$ cat config.mk
export PLATFORM = sky130hd
export DESIGN_NAME = arx_async_rx_regs
export DESIGN_NICKNAME = d
export VERILOG_FILES = /design/src/shared/arx_pkg.sv /design/src/logic/arx_ctx_ctl.sv /design/src/logic/arx_cmd_ptr.sv /design/src/logic/arx_async_rx_regs.sv
export SDC_FILE = /design/constraint.sdc
export NUM_CORES = 1
export LEC_CHECK = 0
export ABC_AREA = 1
export ABC_CLOCK_PERIOD_IN_PS = 1800
export CAP_MARGIN = 5
export CORE_MARGIN = 5
export CORE_UTILIZATION = 47
export CTS_BUF_LIST = sky130_fd_sc_hd__clkbuf_16
export DETAILED_ROUTE_END_ITERATION = 10
export DONT_BUFFER_PORTS = 1
export PLACE_DENSITY = 0.63
export SLEW_MARGIN = 0
export SYNTH_ARGS = -nofsm -noshare
export SYNTH_HDL_FRONTEND = slang
export SYNTH_HIERARCHICAL = 1
export SYNTH_SLANG_ARGS = --single-unit
export TNS_END_PERCENT = 50
$ cat constraint.sdc
create_clock -name sys_clk -period 1.8 [get_ports sys_clk]
set_clock_uncertainty 0.05 [all_clocks]
set_input_delay 0.36 -clock sys_clk [delete_from_list [all_inputs] [get_ports sys_clk]]
set_output_delay 0.36 -clock sys_clk [all_outputs]
set_load 0.02 [all_outputs]
$ cat src/shared/arx_pkg.sv
// Constants for the asynchronous receive DMA context registers
`default_nettype none

package arx_pkg;
   // Contexts and their register spacing
   localparam int NUM_CTX = 2;
   localparam int ADDR_W = 12;
   localparam logic [11:0] CTX_STRIDE = 12'h020;
   localparam logic [11:0] OFS_CTL_SET = 12'h1C0;
   localparam logic [11:0] OFS_CTL_CLR = 12'h1C4;
   localparam logic [11:0] OFS_CMD_PTR = 12'h1CC;

   // Control register field positions
   localparam int RUN_BIT = 15;
   localparam int WAKE_BIT = 12;
   localparam int DEAD_BIT = 11;
   localparam int ACTIVE_BIT = 10;
   localparam int SPD_LSB = 5;
   localparam int SPD_W = 3;
   localparam int EVT_LSB = 0;
   localparam int EVT_W = 5;

   // Command pointer field positions
   localparam int PTR_ADDR_LSB = 4;
   localparam int PTR_Z_W = 4;

   // Reset values
   localparam logic RUN_RST = 1'b0;
   localparam logic WAKE_RST = 1'b0;
   localparam logic DEAD_RST = 1'b0;
   localparam logic ACTIVE_RST = 1'b0;
   localparam logic [2:0] SPD_RST = 3'h0;
   localparam logic [4:0] EVT_RST = 5'h00;
   localparam logic [31:0] PTR_RST = 32'h0000_0000;
   localparam logic [31:0] RDATA_RST = 32'h0000_0000;

   // Speed codes of the last received packet
   localparam logic [2:0] SPD_100 = 3'h0;
   localparam logic [2:0] SPD_200 = 3'h1;
   localparam logic [2:0] SPD_400 = 3'h2;

   // Empty program marker in the pointer low field
   localparam logic [3:0] Z_EMPTY = 4'h0;
endpackage : arx_pkg

`default_nettype wire

$ cat src/logic/arx_ctx_ctl.sv
// Control and status bits of one receive DMA context
`default_nettype none

module arx_ctx_ctl (
   input wire logic sys_clk,
   input wire logic rst_b,
   input wire logic soft_rst,
   input wire logic set_wr,
   input wire logic clr_wr,
   input wire logic [31:0] wdata,
   input wire logic desc_fetch,
   input wire logic fatal_err,
   input wire logic engine_busy,
   input wire logic pkt_done,
   input wire logic [2:0] pkt_spd,
   input wire logic [4:0] pkt_evt,
   output logic [31:0] ctl_value,
   output logic run,
   output logic wake,
   output logic start
);
   logic run_q, run_d;
   logic wake_q, wake_d;
   logic dead_q, dead_d;
   logic active_q, active_d;
   logic start_q, start_d;
   logic [2:0] spd_q, spd_d;
   logic [4:0] evt_q, evt_d;
   logic run_clear;

   ////////////////////////////////////////////////////////////////////////////
   // Next state of the control bits
   always_comb begin
      run_clear = clr_wr & wdata[arx_pkg::RUN_BIT] & run_q;
      run_d = run_q;
      wake_d = wake_q;
      dead_d = dead_q;
      spd_d = spd_q;
      evt_d = evt_q;
      if (soft_rst) begin
         run_d = arx_pkg::RUN_RST;
         wake_d = arx_pkg::WAKE_RST;
         dead_d = arx_pkg::DEAD_RST;
         spd_d = arx_pkg::SPD_RST;
         evt_d = arx_pkg::EVT_RST;
      end else begin
         // Only run and wake are software writable; dead also clears on a run clear write, all else ignores writes
         if (set_wr && wdata[arx_pkg::RUN_BIT]) begin
            run_d = 1'b1;
         end
         if (clr_wr && wdata[arx_pkg::RUN_BIT]) begin
            run_d = 1'b0;
         end
         // Software set beats a fetch in the same cycle
         if (set_wr && wdata[arx_pkg::WAKE_BIT]) begin
            wake_d = 1'b1;
         end else if (desc_fetch) begin
            wake_d = 1'b0;
         end
         // Fatal error beats the clear that comes with run going low
         if (fatal_err && run_q) begin
            dead_d = 1'b1;
         end else if (run_clear) begin
            dead_d = 1'b0;
         end
         if (pkt_done) begin
            spd_d = pkt_spd;
            evt_d = pkt_evt;
         end
      end
      active_d = run_q & engine_busy & ~dead_q & ~soft_rst;
      start_d = run_d & ~run_q;
   end

   // Register the control bits
   always_ff @(posedge sys_clk or negedge rst_b) begin
      if (!rst_b) begin
         run_q <= arx_pkg::RUN_RST;
         wake_q <= arx_pkg::WAKE_RST;
         dead_q <= arx_pkg::DEAD_RST;
         active_q <= arx_pkg::ACTIVE_RST;
         start_q <= 1'b0;
         spd_q <= arx_pkg::SPD_RST;
         evt_q <= arx_pkg::EVT_RST;
      end else begin
         run_q <= run_d;
         wake_q <= wake_d;
         dead_q <= dead_d;
         active_q <= active_d;
         start_q <= start_d;
         spd_q <= spd_d;
         evt_q <= evt_d;
      end
   end

   ////////////////////////////////////////////////////////////////////////////
   // Assemble the readable word; reserved bits stay zero
   always_comb begin
      ctl_value = 32'h0000_0000;
      ctl_value[arx_pkg::RUN_BIT] = run_q;
      ctl_value[arx_pkg::WAKE_BIT] = wake_q;
      ctl_value[arx_pkg::DEAD_BIT] = dead_q;
      ctl_value[arx_pkg::ACTIVE_BIT] = active_q;
      ctl_value[arx_pkg::SPD_LSB +: arx_pkg::SPD_W] = spd_q;
      ctl_value[arx_pkg::EVT_LSB +: arx_pkg::EVT_W] = evt_q;
   end

   assign run = run_q;
   assign wake = wake_q;
   assign start = start_q;
endmodule : arx_ctx_ctl

`default_nettype wire

$ cat src/logic/arx_cmd_ptr.sv
// Command pointer register of one receive DMA context
`default_nettype none

module arx_cmd_ptr (
   input wire logic sys_clk,
   input wire logic rst_b,
   input wire logic soft_rst,
   input wire logic ptr_wr,
   input wire logic [31:0] wdata,
   input wire logic hw_load,
   input wire logic [31:0] hw_value,
   input wire logic run,
   input wire logic active,
   output logic [31:0] ptr_value
);
   logic [31:0] ptr_q, ptr_d;

   ////////////////////////////////////////////////////////////////////////////
   // Next pointer: engine update first, software only while stopped
   always_comb begin
      ptr_d = ptr_q;
      if (soft_rst) begin
         ptr_d = arx_pkg::PTR_RST;
      end else if (hw_load) begin
         ptr_d = hw_value;
      end else if (ptr_wr && !run && !active) begin
         ptr_d = wdata;
      end
   end

   // Register the pointer
   always_ff @(posedge sys_clk or negedge rst_b) begin
      if (!rst_b) begin
         ptr_q <= arx_pkg::PTR_RST;
      end else begin
         ptr_q <= ptr_d;
      end
   end

   assign ptr_value = ptr_q;
endmodule : arx_cmd_ptr

`default_nettype wire

$ cat src/logic/arx_async_rx_regs.sv
// Register bank for the request and response receive DMA contexts
`default_nettype none

module arx_async_rx_regs #(
   parameter int NUM_CTX = arx_pkg::NUM_CTX,
   parameter int ADDR_W = arx_pkg::ADDR_W
) (
   input wire logic sys_clk,
   input wire logic rst_b,
   input wire logic soft_rst,
   input wire logic reg_wr,
   input wire logic reg_rd,
   input wire logic [ADDR_W-1:0] reg_addr,
   input wire logic [31:0] reg_wdata,
   output logic [31:0] reg_rdata,
   output logic reg_rvalid,
   input wire logic [NUM_CTX-1:0] desc_fetch,
   input wire logic [NUM_CTX-1:0] fatal_err,
   input wire logic [NUM_CTX-1:0] engine_busy,
   input wire logic [NUM_CTX-1:0] pkt_done,
   input wire logic [NUM_CTX-1:0][2:0] pkt_spd,
   input wire logic [NUM_CTX-1:0][4:0] pkt_evt,
   input wire logic [NUM_CTX-1:0] ptr_load,
   input wire logic [NUM_CTX-1:0][31:0] ptr_load_value,
   output logic [NUM_CTX-1:0] ctx_run,
   output logic [NUM_CTX-1:0] ctx_wake,
   output logic [NUM_CTX-1:0] ctx_start,
   output logic [NUM_CTX-1:0][31:0] ctx_start_addr,
   output logic [NUM_CTX-1:0] ctx_start_valid
);
   // Only the request and response contexts exist in this window of the map
   if (NUM_CTX < 1 || NUM_CTX > 2) begin : g_bad_ctx
      $error("NUM_CTX must be 1 or 2");
   end
   if (ADDR_W < 9) begin : g_bad_addr
      $error("ADDR_W too narrow for the register offsets");
   end

   logic [NUM_CTX-1:0] hit_set, hit_clr, hit_ptr;
   logic [NUM_CTX-1:0][31:0] ctl_word;
   logic [NUM_CTX-1:0][31:0] ptr_word;
   logic [NUM_CTX-1:0] run_w, start_w, active_w;
   logic [31:0] rdata_q, rdata_d;
   logic rvalid_q, rvalid_d;
   logic [NUM_CTX-1:0] start_q, start_d;
   logic [NUM_CTX-1:0][31:0] start_addr_q, start_addr_d;
   logic [NUM_CTX-1:0] start_valid_q, start_valid_d;

   ////////////////////////////////////////////////////////////////////////////
   // One register copy per context at a fixed stride
   for (genvar i = 0; i < NUM_CTX; i++) begin : g_ctx
      localparam logic [11:0] BASE_OFS = 12'(i * arx_pkg::CTX_STRIDE);
      localparam logic [11:0] SET_OFS = 12'(arx_pkg::OFS_CTL_SET + BASE_OFS);
      localparam logic [11:0] CLR_OFS = 12'(arx_pkg::OFS_CTL_CLR + BASE_OFS);
      localparam logic [11:0] PTR_OFS = 12'(arx_pkg::OFS_CMD_PTR + BASE_OFS);

      // Full address match, so misaligned addresses hit nothing
      assign hit_set[i] = (reg_addr == ADDR_W'(SET_OFS));
      assign hit_clr[i] = (reg_addr == ADDR_W'(CLR_OFS));
      assign hit_ptr[i] = (reg_addr == ADDR_W'(PTR_OFS));

      arx_ctx_ctl u_ctl (
         .sys_clk(sys_clk),
         .rst_b(rst_b),
         .soft_rst(soft_rst),
         .set_wr(reg_wr & hit_set[i]),
         .clr_wr(reg_wr & hit_clr[i]),
         .wdata(reg_wdata),
         .desc_fetch(desc_fetch[i]),
         .fatal_err(fatal_err[i]),
         .engine_busy(engine_busy[i]),
         .pkt_done(pkt_done[i]),
         .pkt_spd(pkt_spd[i]),
         .pkt_evt(pkt_evt[i]),
         .ctl_value(ctl_word[i]),
         .run(run_w[i]),
         .wake(ctx_wake[i]),
         .start(start_w[i])
      );

      assign active_w[i] = ctl_word[i][arx_pkg::ACTIVE_BIT];

      arx_cmd_ptr u_ptr (
         .sys_clk(sys_clk),
         .rst_b(rst_b),
         .soft_rst(soft_rst),
         .ptr_wr(reg_wr & hit_ptr[i]),
         .wdata(reg_wdata),
         .hw_load(ptr_load[i]),
         .hw_value(ptr_load_value[i]),
         .run(run_w[i]),
         .active(active_w[i]),
         .ptr_value(ptr_word[i])
      );
   end

   assign ctx_run = run_w;

   ////////////////////////////////////////////////////////////////////////////
   // Read data selection; unmapped addresses return zero
   always_comb begin
      rdata_d = rdata_q;
      rvalid_d = reg_rd;
      if (reg_rd) begin
         rdata_d = arx_pkg::RDATA_RST;
         for (int k = 0; k < NUM_CTX; k++) begin
            if (hit_set[k] || hit_clr[k]) begin
               rdata_d = ctl_word[k];
            end
            if (hit_ptr[k]) begin
               rdata_d = ptr_word[k];
            end
         end
      end
   end

   // Register the read answer
   always_ff @(posedge sys_clk or negedge rst_b) begin
      if (!rst_b) begin
         rdata_q <= arx_pkg::RDATA_RST;
         rvalid_q <= 1'b0;
      end else begin
         rdata_q <= rdata_d;
         rvalid_q <= rvalid_d;
      end
   end

   assign reg_rdata = rdata_q;
   assign reg_rvalid = rvalid_q;

   ////////////////////////////////////////////////////////////////////////////
   // Start request to the engine: aligned program address and its validity
   always_comb begin
      start_addr_d = start_addr_q;
      start_valid_d = start_valid_q;
      start_d = start_w & ~{NUM_CTX{soft_rst}};
      for (int k = 0; k < NUM_CTX; k++) begin
         if (soft_rst) begin
            start_addr_d[k] = arx_pkg::PTR_RST;
            start_valid_d[k] = 1'b0;
         end else if (start_w[k]) begin
            start_addr_d[k] = {ptr_word[k][31:arx_pkg::PTR_ADDR_LSB], 4'h0};
            start_valid_d[k] = (ptr_word[k][arx_pkg::PTR_Z_W-1:0] != arx_pkg::Z_EMPTY);
         end
      end
   end

   // Register the start request
   always_ff @(posedge sys_clk or negedge rst_b) begin
      if (!rst_b) begin
         start_q <= '0;
         start_addr_q <= '0;
         start_valid_q <= '0;
      end else begin
         start_q <= start_d;
         start_addr_q <= start_addr_d;
         start_valid_q <= start_valid_d;
      end
   end

   assign ctx_start = start_q;
   assign ctx_start_addr = start_addr_q;
   assign ctx_start_valid = start_valid_q;
endmodule : arx_async_rx_regs

`default_nettype wire

# Word level (Yosys, flattened, before mapping)
# Cells that the tools add are included.
# word_totals
out_inout_bits,105
regBits,191
input_bits,139
# classes
eq_ne,6
bitwise,25
n_reduce_logical,30
n_mux,44
# op_table
operator,count
$mux W32,13
$eq A12 B9 Y1 const B,6
$mux W1,22
$mux W5,4
$and A1 B1 Y1,18
$reduce_bool A3 Y1,6
$mux W16,1
$logic_and A1 B1 Y1,12
$mux W3,4
$reduce_bool A2 Y1,4
$reduce_bool A4 Y1,2
$not A1 Y1,5
$logic_not A1 Y1,4
$and A2 B2 Y2,1
$logic_or A1 B1 Y1,2
$not A2 Y2,1

# Longest topological paths before layout
# Gate-level depths: netlist of the first run.
# logic_depth
ltp_word,7
mapped_depth,12

# By module
# The synthesis of the first run kept the hierarchy.
# modules_own_cells
module,seq_area_each_um2,cells_each,area_each_um2,instances
arx_async_rx_regs,2327.2,765,5270.1,1
arx_cmd_ptr,800.8,345,2203.4,2
arx_ctx_ctl,325.3,82,752.0,2

# Worst setup path before layout of the first run
# Ideal clock, no wire load.
# synth_timing
path_type,in2reg
from,input reg_addr[0]
to,register g_ctx[0].u_ptr.ptr_q[10]
cell_stages,11
setup_ns,0.116
t_arrival_ns,1.564
required_ns,1.634
setup_slack_ns,0.070
path_buffers,3
cell_sequence,inv_1 nand2_2 nor2_1 nand3_1 buf_6 buf_2 nor2_1 nand3b_2 buf_2 nand3_1 nand2_1
# synth_between
elab_chain_len,5
# synth_rtl
element,line_no,text
start: declaration,arx_async_rx_regs.sv:13,"input wire logic [ADDR_W-1:0] reg_addr,"
$eq A12 B9 Y1,arx_async_rx_regs.sv:60,assign hit_ptr[i] = (reg_addr == ADDR_W'(PTR_OFS));
$and A1 B1 Y1,arx_async_rx_regs.sv:87,".ptr_wr(reg_wr & hit_ptr[i]),"
$logic_and A1 B1 Y1 (2 in a row),arx_cmd_ptr.sv:26,end else if (ptr_wr && !run && !active) begin
$reduce_bool A3 Y1 (no line),--,
end signal: assignment,arx_cmd_ptr.sv:34,ptr_q <= arx_pkg::PTR_RST;
end signal: assignment,arx_cmd_ptr.sv:36,ptr_q <= ptr_d;
end: declaration,arx_cmd_ptr.sv:16,"logic [31:0] ptr_q, ptr_d;"
# No other way between the ends.
# A chain may end at the register's enable or synchronous reset.

# Worst setup path after layout of the first run
# layout_timing
from,input soft_rst
to,"register start_valid_q[1], in the netlist ctx_start_valid[1]"
# layout_between
elab_chain_len,1
# layout_rtl
element,line_no,text
start: declaration,arx_async_rx_regs.sv:10,"input wire logic soft_rst,"
$mux W1 / $reduce_bool A2 Y1 (equally long branches),--,
end signal: assignment,arx_async_rx_regs.sv:157,start_valid_q <= start_valid_d;
end: declaration,arx_async_rx_regs.sv:47,"logic [NUM_CTX-1:0] start_valid_q, start_valid_d;"
# Parallel ways exist; a longest one is shown, timed or not.

==> flow_metrics.py, run 1 <==
metrics = {
    "place": {
        "place.gp.congestion": 0.8537,
        "portBuffers": 0,
        "place_inst": 1878,
        "hpwl_um": 22710,
        "place_ws_ns": 0.02724,
    },
    "floorplanning": {
        "die_area_mm2": 0.02697,
        "rows": 56,
        "dieHeight_um": 164.2,
        "core-area_mm2": 0.02347,
        "die_w_um": 164.2,
        "io_pins": 244,
        "start_util_pct": 47.63,
    },
    "finish": {
        "fin_cells": 1912,
        "n_fill_cell": 2377,
        "layout_common_cells": "nand2_1, inv_1, nor2_1",
        "nets": 1720,
        "n_antenna_cell": 0,
        "drive_above_1_share_pct": 10.92,
        "final_common_cell": "nand2_1",
        "final_util_pct": 50.11,
        "syn2layout_area_growth_pct": 5.203,
    },
    "yosys": {
        "ys_warn_count": 6,
        "syn-cell-area_mm2": 0.01118,
        "synthCells": 1619,
        "synthTopCellsByArea": "dfrtp_1, nand2_1, inv_1",
        "synth_area_per_cell_um2": 6.906,
        "synth_top_area_share_pct": 40.96,
        "ys_seq_area_share_pct": 40.96,
        "ys_seq_elements": 183,
        "synth_top_cell_by_area": "dfrtp_1",
        "yosysUniqueCellTypes": 28,
    },
    "clocking": {
        "cts_resized": 0,
        "ctsHoldBuffers": 3,
        "postCtsSetupBuffers": 0,
        "cts_root_buf": "clkbuf_16",
        "cts.reportedPaths.clkPinSlew_ns": 0.07,
        "cts_sinks": 183,
        "clk_latency_ns": 0.43,
        "cts_tree": "yes",
        "cts_max_level": 4,
        "numCtsBuffers": 17,
        "cts_buffer_depth": 2,
    },
    "status": {
        "violations": "negative hold slack",
        "outcome": "finished with violations",
    },
    "grt": {
        "grt_pass1_wl_um": 50380,
        "grt_max_degree": 184,
        "antenna_found_initial": 0,
        "track_usage_pct": 24.09,
        "grt_pass1_vias": 8954,
        "overflow": 0,
    },
    "critical_path": {
        "end_kind": "flip-flop",
        "cp-start-kind": "primary input",
        "arrival_ns": 1.78,
        "crit_type": "primary input to flip-flop",
        "cp_max_fo": 74,
        "crit_required_ns": 2.04,
    },
    "detailed_routing": {
        "drt_pass1_iterations": 5,
        "drt_wl_total_um": 32460,
        "avgRoutedWirePerCell_um": 16.98,
        "drt_iter0_markers": 658,
        "ant_nets": 0,
        "viasPerCell": 4.901,
        "vias": 9370,
        "drcViolationCount": 0,
    },
    "pwr": {
        "peakVddDrop_uv": 624.9,
        "p_leak_nw": 6.599,
        "powerDensity_mw_per_mm2": 765.5,
    },
    "timing": {
        "finalWorstSetupSlack_ns": 0.2602,
        "post-route-min-period_ns": 1.540,
        "fin_tns_setup_ns": 0,
        "relSlewSlack_pct": 59.39,
        "final_hold_viol_count": 183,
        "fmax_mhz": 649.4,
        "holdWs_ns": -0.4253,
        "drv_slew": 0,
        "tightest_slew_ns": 0.6092,
        "setup_viol": 0,
        "rsz0062_at_grt": "false",
        "post-route-period-util_pct": 85.54,
    },
    "min_path": {
        "worstHoldPathType": "primary input to asynchronous set/reset pin",
    },
    "run": {
        "maxCapViolCount": 0,
    },
}
[cell usage after synthesis (all sizes together)]
master and instances:
nor3 5, inv 265, clkbuf 21, o21ai 76, clkinv 2, buf 122, nand3 145, nand2 506
dfrtp 183, nor4 4, conb 3, a21oi 38, or2 2, nor2 245, nand3b 2
[metrics by stage]
step,cell area (µm²),power (W)
floorplan,11350,0.005204
global placement,11150,0.005271
detailed placement,11150,0.005284
CTS,11760,0.009075
global route,11760,0.009383
finish,11760,0.009004
[power by group]
group	leakage, nW	internal [W]	switching (W)
sequential	2.47	0.00426	0.000106
combinational	3.84	0.000289	0.000565
clock	0.290	0.00217	0.00162
total	6.60	0.00672	0.00229
[worst max-delay path: stages]
cell and delay (ns):
dlygate4sd3_1 0.71, nor2_1 0.12, inv_1 0.10, buf_4 0.31, o21ai_0 0.15
[registers in the layout, summed over array words and instances (netlist names)]
| signal | cells |
|---|---|
| g_ctx.u_ctl/spd_q | 6 |
| g_ctx.u_ctl/run | 2 |
| ctx_start_valid | 2 |
| ctx_start_addr | 56 |
| g_ctx.u_ctl/evt_q | 10 |
| g_ctx.u_ptr/ptr_value | 64 |
| reg_rdata | 32 |
| g_ctx.u_ctl/active_q | 2 |
| g_ctx.u_ctl/wake | 2 |
| ctx_start | 2 |
| g_ctx.u_ctl/start | 2 |
| reg_rvalid | 1 |
| g_ctx.u_ctl/dead_q | 2 |
[routing by layer]
metal | GRT usage [%] | share of wire (%)
met1 | 32.17 | 44
met2 | 39.63 | 47
met3 | 5.646 | 7.2
met4 | 6.100 | 1.7
met5 | 0 | 0
[cells by family after synthesis]
kind of cell | after synthesis | share of synthesized area [%]
flops | 183 | 40.96
simple gates | 909 | 34.78
buf+inv | 410 | 18.45
other cells | 3 | 0.1007
compound gates | 114 | 5.707
[worst paths after layout]
path	startpoint	to	slack (ns)	cells after the start
max	soft_rst	ctx_start_valid[1]	0.26	5
min	rst_b	ctx_start_addr[13]	-0.43	0
max reg2reg	g_ctx[1].u_ctl/start	ctx_start_valid[1]	0.58	5
min reg2reg	g_ctx[0].u_ctl/dead_q	g_ctx[0].u_ctl/active_q	0.43	1
max in group asynchronous	rst_b	reg_rdata[2]	1.60	0
min in group sys_clk	reg_wdata[12]	g_ctx[1].u_ctl/wake	0.03	2
[final cells by class]
type | count | area (µm²) | area share [%]
Clock inverter | 14 | 158.9 | 1.351
Sequential cell | 183 | 4579 | 38.93
Inverter | 267 | 1007 | 8.563
Timing Repair Buffer | 41 | 465.4 | 3.957
Multi-Input combinational cell | 1071 | 4727 | 40.19
Tap cell | 319 | 399.1 | 3.393
Clock buffer | 17 | 425.4 | 3.617
No activity file was read; power rests on OpenSTA's default activity.
==> inputs of run 2 (changes only) <==
--- a/config.mk
+++ b/config.mk
@@ -6,8 +6,9 @@
 export NUM_CORES = 1
 export LEC_CHECK = 0
 export ABC_AREA = 1
-export ABC_CLOCK_PERIOD_IN_PS = 1800
+export ABC_CLOCK_PERIOD_IN_PS = 1840
 export CAP_MARGIN = 5
+export CORE_ASPECT_RATIO = 1.2
 export CORE_MARGIN = 5
 export CORE_UTILIZATION = 47
 export CTS_BUF_LIST = sky130_fd_sc_hd__clkbuf_16
==> constraint.sdc (replaced) <==
create_clock -name sys_clk -period 1.84 [get_ports sys_clk]
set_clock_uncertainty 0.05 [all_clocks]
set_input_delay 0.368 -clock sys_clk [delete_from_list [all_inputs] [get_ports sys_clk]]
set_output_delay 0.368 -clock sys_clk [all_outputs]
set_load 0.02 [all_outputs]
==> flow_metrics.py, run 2 (synthesized netlist as in run 1, its figures left out) <==
metrics = {
    "timing": {
        "setup_viol": 15,
        "post-route-period-util_pct": 103.1,
        "fin_tns_setup_ns": -0.2829,
        "rsz0062_at_grt": "true",
        "relSlewSlack_pct": 32.79,
        "drv_slew": 0,
        "fmax_mhz": 527.2,
        "tightest_slew_ns": 1.007,
        "post-route-min-period_ns": 1.897,
        "final_hold_viol_count": 183,
        "holdWs_ns": -0.4119,
        "finalWorstSetupSlack_ns": -0.05672,
    },
    "floorplanning": {
        "io_pins": 244,
        "dieHeight_um": 179.0,
        "die_w_um": 150.8,
        "rows": 61,
        "start_util_pct": 48.03,
        "core-area_mm2": 0.02328,
        "die_area_mm2": 0.02699,
    },
    "critical_path": {
        "timing.rr.end": "ctx_start_addr[54]",
        "crit_type": "primary input to flip-flop",
        "cp_max_fo": 78,
        "end_kind": "flip-flop",
        "startpoint": "soft_rst",
        "rr_worst_depth": 4,
        "cp-start-kind": "primary input",
        "crit_required_ns": 2.05,
        "arrival_ns": 2.11,
        "r2r_start": "g_ctx[1].u_ctl/start",
        "cp_slowest_cell": "inv_1",
        "max_stage_delay_ns": 0.73,
        "rrSetupSlack_ns": 0.21,
        "path_cells": "dlygate4sd3_1 -> nor2_1 -> inv_1 -> o21ai_0",
    },
    "clocking": {
        "numCtsBuffers": 17,
        "cts_root_buf": "clkbuf_16",
        "cts_sinks": 183,
        "cts_tree": "yes",
        "cts_buffer_depth": 2,
        "clk_latency_ns": 0.42,
        "cts.reportedPaths.clkPinSlew_ns": 0.07,
        "cts_max_level": 4,
        "cts_resized": 0,
        "ctsHoldBuffers": 6,
        "postCtsSetupBuffers": 0,
    },
    "finish": {
        "largest_reg_flops": 64,
        "final_util_pct": 49.93,
        "layout_common_cells": "nand2_1, inv_1, nor2_1",
        "n_fill_cell": 2385,
        "syn2layout_area_growth_pct": 3.950,
        "drive_above_1_share_pct": 10.69,
        "multi_input_area_mm2": 0.004720,
        "design_area_mm2": 0.01162,
        "ff_latch_area_mm2": 0.004579,
        "final_common_cell": "nand2_1",
        "n_antenna_cell": 0,
        "nets": 1716,
    },
    "pwr": {
        "power.internal_w": 0.006198,
        "switching_share_pct": 27.31,
        "comb_power_share_pct": 9.6,
        "p_leak_nw": 6.531,
        "peakVddDrop_uv": 559.8,
        "p_sw_w": 0.002329,
        "powerDensity_mw_per_mm2": 733.6,
        "seq_power_share_pct": 49.9,
        "pwr-share-clk_pct": 40.5,
    },
    "status": {
        "outcome": "finished with violations",
        "violations": "negative hold slack, negative setup slack",
    },
    "detailed_routing": {
        "drt_iter0_markers": 581,
        "vias": 9285,
        "drt_pass1_iterations": 4,
        "drt_wl_total_um": 31850,
        "ant_nets": 0,
        "viasPerCell": 4.874,
        "drcViolationCount": 0,
        "avgRoutedWirePerCell_um": 16.72,
    },
    "place": {
        "placed_area_mm2": 0.01102,
        "hpwl_um": 22590,
        "place.gp.congestion": 0.8598,
        "portBuffers": 0,
    },
    "grt": {
        "grt_pass1_wl_um": 49120,
        "grt_max_degree": 184,
        "track_usage_pct": 23.49,
        "grt_pass1_vias": 9000,
        "antenna_found_initial": 0,
        "overflow": 0,
    },
    "run": {
        "maxCapViolCount": 0,
    },
    "min_path": {
        "worstHoldPathType": "primary input to asynchronous set/reset pin",
    },
}
==> run 2: cell count changes in the layout (fill, tap and decap cells not counted), sizes merged <==
cell / before / now
buf: 38 / 31
bufinv: 3 / 0
clkinv: 9 / 6
clkinvlp: 1 / 3
dlygate4sd3: 3 / 6
inv: 268 / 273
==> run 2: final cells by class <==
type,instances,area share [%]
Clock buffer,17,3.660
Multi-Input combinational cell,1071,40.61
Inverter,267,8.666
Clock inverter,15,1.001
Sequential cell,183,39.40
Tap cell,315,3.391
Timing Repair Buffer,37,3.273
==> run 2: worst max path at each step <==
stage	to	depth (start not counted)	slack (ns)
floorplan	g_ctx[0].u_ptr/ptr_value[10]	11	0.10
global placement	reg_rdata[11]	9	0.02
global route	ctx_start_addr[55]	4	-0.10
detailed placement	reg_rdata[7]	9	-0.007
CTS	ctx_start_addr[54]	4	0.02
finish	ctx_start_addr[54]	4	-0.06
==> run 2: power by group through the flow <==
stage | clock network, W | registers, W | logic [W]
2_1_floorplan | 0 | 0.00431 | 0.000785
3_3_place_gp | 0 | 0.00433 | 0.000806
3_5_place_dp | 0 | 0.00434 | 0.000811
4_1_cts | 0.00353 | 0.00426 | 0.000821
5_1_grt | 0.00370 | 0.00427 | 0.000935
6_report | 0.00345 | 0.00426 | 0.000819
==> run 2: worst max-delay path, delay by kind of cell <==
| kind | cells | cell delay, ns |
|---|---|---|
| compound gates | 1 | 0.21 |
| simple gates | 1 | 0.09 |
| buf+inv | 2 | 1.38 |
==> run 2: layer usage <==
| layer | vias up | GRT usage, % | routed length [µm] | share of wire (%) |
|---|---|---|---|---|
| li1 | 4630 | - | - | - |
| met1 | 4294 | 29.46 | 13110 | 41 |
| met2 | 320 | 39.64 | 15360 | 48 |
| met3 | 41 | 5.740 | 2483 | 7.8 |
| met4 | 0 | 7.974 | 897 | 2.8 |
| met5 | - | 0 | 0 | 0 |
==> run 2: per-stage QoR <==
stage	instances	power, W	setup WS (ns)
final	1905	0.008527	-0.05672
after global placement	1867	0.005137	0.01551
after detailed placement	1867	0.005147	-0.006963
after floorplan	1664	0.005090	0.1018
after global routing	1905	0.008903	-0.1008
after CTS	1905	0.008604	0.02174
==> inputs of run 3 (changes only) <==
--- a/config.mk
+++ b/config.mk
@@ -10,11 +10,11 @@
 export CAP_MARGIN = 5
 export CORE_ASPECT_RATIO = 1.2
 export CORE_MARGIN = 5
-export CORE_UTILIZATION = 47
+export CORE_UTILIZATION = 70
 export CTS_BUF_LIST = sky130_fd_sc_hd__clkbuf_16
 export DETAILED_ROUTE_END_ITERATION = 10
 export DONT_BUFFER_PORTS = 1
-export PLACE_DENSITY = 0.63
+export PLACE_DENSITY = 0.87
 export SLEW_MARGIN = 0
 export SYNTH_ARGS = -nofsm -noshare
 export SYNTH_HDL_FRONTEND = slang
==> flow_metrics.py, run 3 (synthesized netlist as in run 1, its figures left out) <==
metrics = {
    "status": {
        "outcome": "finished with violations",
        "violations": "negative hold slack, negative setup slack",
    },
    "floorplanning": {
        "dieHeight_um": 148.4,
        "die_area_mm2": 0.01861,
        "rows": 50,
        "core-area_mm2": 0.01564,
        "start_util_pct": 71.49,
        "io_pins": 244,
        "die_w_um": 125.4,
    },
    "run": {
        "maxCapViolCount": 0,
    },
    "timing": {
        "holdWs_ns": -0.4265,
        "post-route-min-period_ns": 1.851,
        "setup_viol": 1,
        "drv_slew": 0,
        "rsz0062_at_grt": "true",
        "final_hold_viol_count": 183,
        "post-route-period-util_pct": 100.6,
        "tightest_slew_ns": 0.9173,
        "relSlewSlack_pct": 38.78,
        "fmax_mhz": 540.4,
        "finalWorstSetupSlack_ns": -0.01063,
    },
    "pwr": {
        "seq_power_share_pct": 48.3,
        "comb_power_share_pct": 9.2,
        "peakVddDrop_uv": 679.2,
        "pwr-share-clk_pct": 42.5,
        "powerDensity_mw_per_mm2": 769.8,
        "power.internal_w": 0.006392,
        "switching_share_pct": 27.57,
        "p_sw_w": 0.002433,
        "p_leak_nw": 6.513,
    },
    "detailed_routing": {
        "ant_nets": 0,
        "avgRoutedWirePerCell_um": 16.61,
        "vias": 9730,
        "drt_wl_total_um": 29710,
        "viasPerCell": 5.439,
        "drt_pass1_iterations": 6,
        "drcViolationCount": 0,
        "drt_iter0_markers": 1093,
    },
    "grt": {
        "grt_max_degree": 184,
        "grt_pass1_vias": 9451,
        "grt_pass1_wl_um": 47580,
        "antenna_found_initial": 0,
        "overflow": 0,
        "track_usage_pct": 31.96,
    },
    "critical_path": {
        "arrival_ns": 2.07,
        "crit_required_ns": 2.06,
        "cp-start-kind": "primary input",
        "end_kind": "flip-flop",
        "cp_max_fo": 77,
        "crit_type": "primary input to flip-flop",
    },
    "finish": {
        "n_antenna_cell": 0,
        "drive_above_1_share_pct": 10.25,
        "syn2layout_area_growth_pct": 2.540,
        "largest_reg_flops": 64,
        "final_util_pct": 73.30,
        "layout_common_cells": "nand2_1, inv_1, nor2_1",
        "nets": 1707,
        "final_common_cell": "nand2_1",
    },
    "clocking": {
        "cts_root_buf": "clkbuf_16",
        "cts_buffer_depth": 2,
        "numCtsBuffers": 17,
        "cts.reportedPaths.clkPinSlew_ns": 0.08,
        "cts_sinks": 183,
        "cts_tree": "yes",
        "ctsHoldBuffers": 6,
        "cts_max_level": 4,
        "clk_latency_ns": 0.43,
        "postCtsSetupBuffers": 0,
    },
    "place": {
        "hpwl_um": 20400,
        "place.gp.congestion": 0.9068,
        "portBuffers": 0,
    },
    "min_path": {
        "worstHoldPathType": "primary input to asynchronous set/reset pin",
    },
}
[run 3: through the flow]
step	setup slack, ns	instance area, µm²	total power (W)	instances	setup TNS [ns]
after detailed placement	-0.02725	10800	0.005125	1751	-0.1717
after global placement	0.02010	10800	0.005100	1751	0
after CTS	0.02070	11460	0.008841	1789	0
after global routing	-0.04287	11460	0.009157	1789	-0.4619
final	-0.01063	11460	0.008826	1789	-0.01063
after floorplan	0.1018	11350	0.005090	1664	0
[run 3: timing repair]
action | CTS | global route
gates resized for setup | 0 | 0
endpoints found under the hold margin | 190 | 183
setup endpoints to repair | 0 | 22
[run 3: layer usage]
| layer | wire (µm) | track usage, % | up-vias |
|---|---|---|---|
| met2 | 14460 | 54.60 | 555 |
| met1 | 10990 | 38.26 | 4452 |
| met4 | 1381 | 14.70 | 0 |
| li1 | - | - | 4615 |
| met5 | 0 | 0 | - |
| met3 | 2874 | 7.938 | 108 |
[run 3: area by class of cell]
| cell class | count | area, µm² |
|---|---|---|
| Inverter | 267 | 1007 |
| Clock inverter | 15 | 180.2 |
| Tap cell | 208 | 260.3 |
| Multi-Input combinational cell | 1071 | 4712 |
| Fill cell | 1230 | 4175 |
| Sequential cell | 183 | 4579 |
| Clock buffer | 17 | 425.4 |
| Timing Repair Buffer | 28 | 300.3 |
[run 3: path summary, 6_finish.rpt]
path | from | end | slack, ns | cells after the start
max in group asynchronous | rst_b | ctx_start_addr[37] | 1.83 | 0
min in group sys_clk | fatal_err[1] | g_ctx[1].u_ctl/dead_q | 0.03 | 2
worst max register to register | g_ctx[0].u_ctl/start | ctx_start_addr[21] | 0.22 | 4
worst min register to register | g_ctx[1].u_ctl/dead_q | g_ctx[1].u_ctl/active_q | 0.46 | 1
worst min-delay path | rst_b | g_ctx[1].u_ctl/dead_q | -0.43 | 0
worst max-delay path | soft_rst | ctx_start_addr[21] | -0.01 | 4
[run 3: power groups by stage]
| stage | logic [W] | registers (W) | clock network [W] |
|---|---|---|---|
| after floorplan | 0.000785 | 0.00431 | 0 |
| after CTS | 0.000801 | 0.00426 | 0.00378 |
| final | 0.000815 | 0.00426 | 0.00375 |
| after global placement | 0.000770 | 0.00433 | 0 |
| after global routing | 0.000928 | 0.00427 | 0.00395 |
| after detailed placement | 0.000788 | 0.00434 | 0 |
[run 3: critical path: stages]
cell	delay (ns)
dlygate4sd3_1	0.66
nor2_1	0.10
inv_1	0.67
o21ai_0	0.24
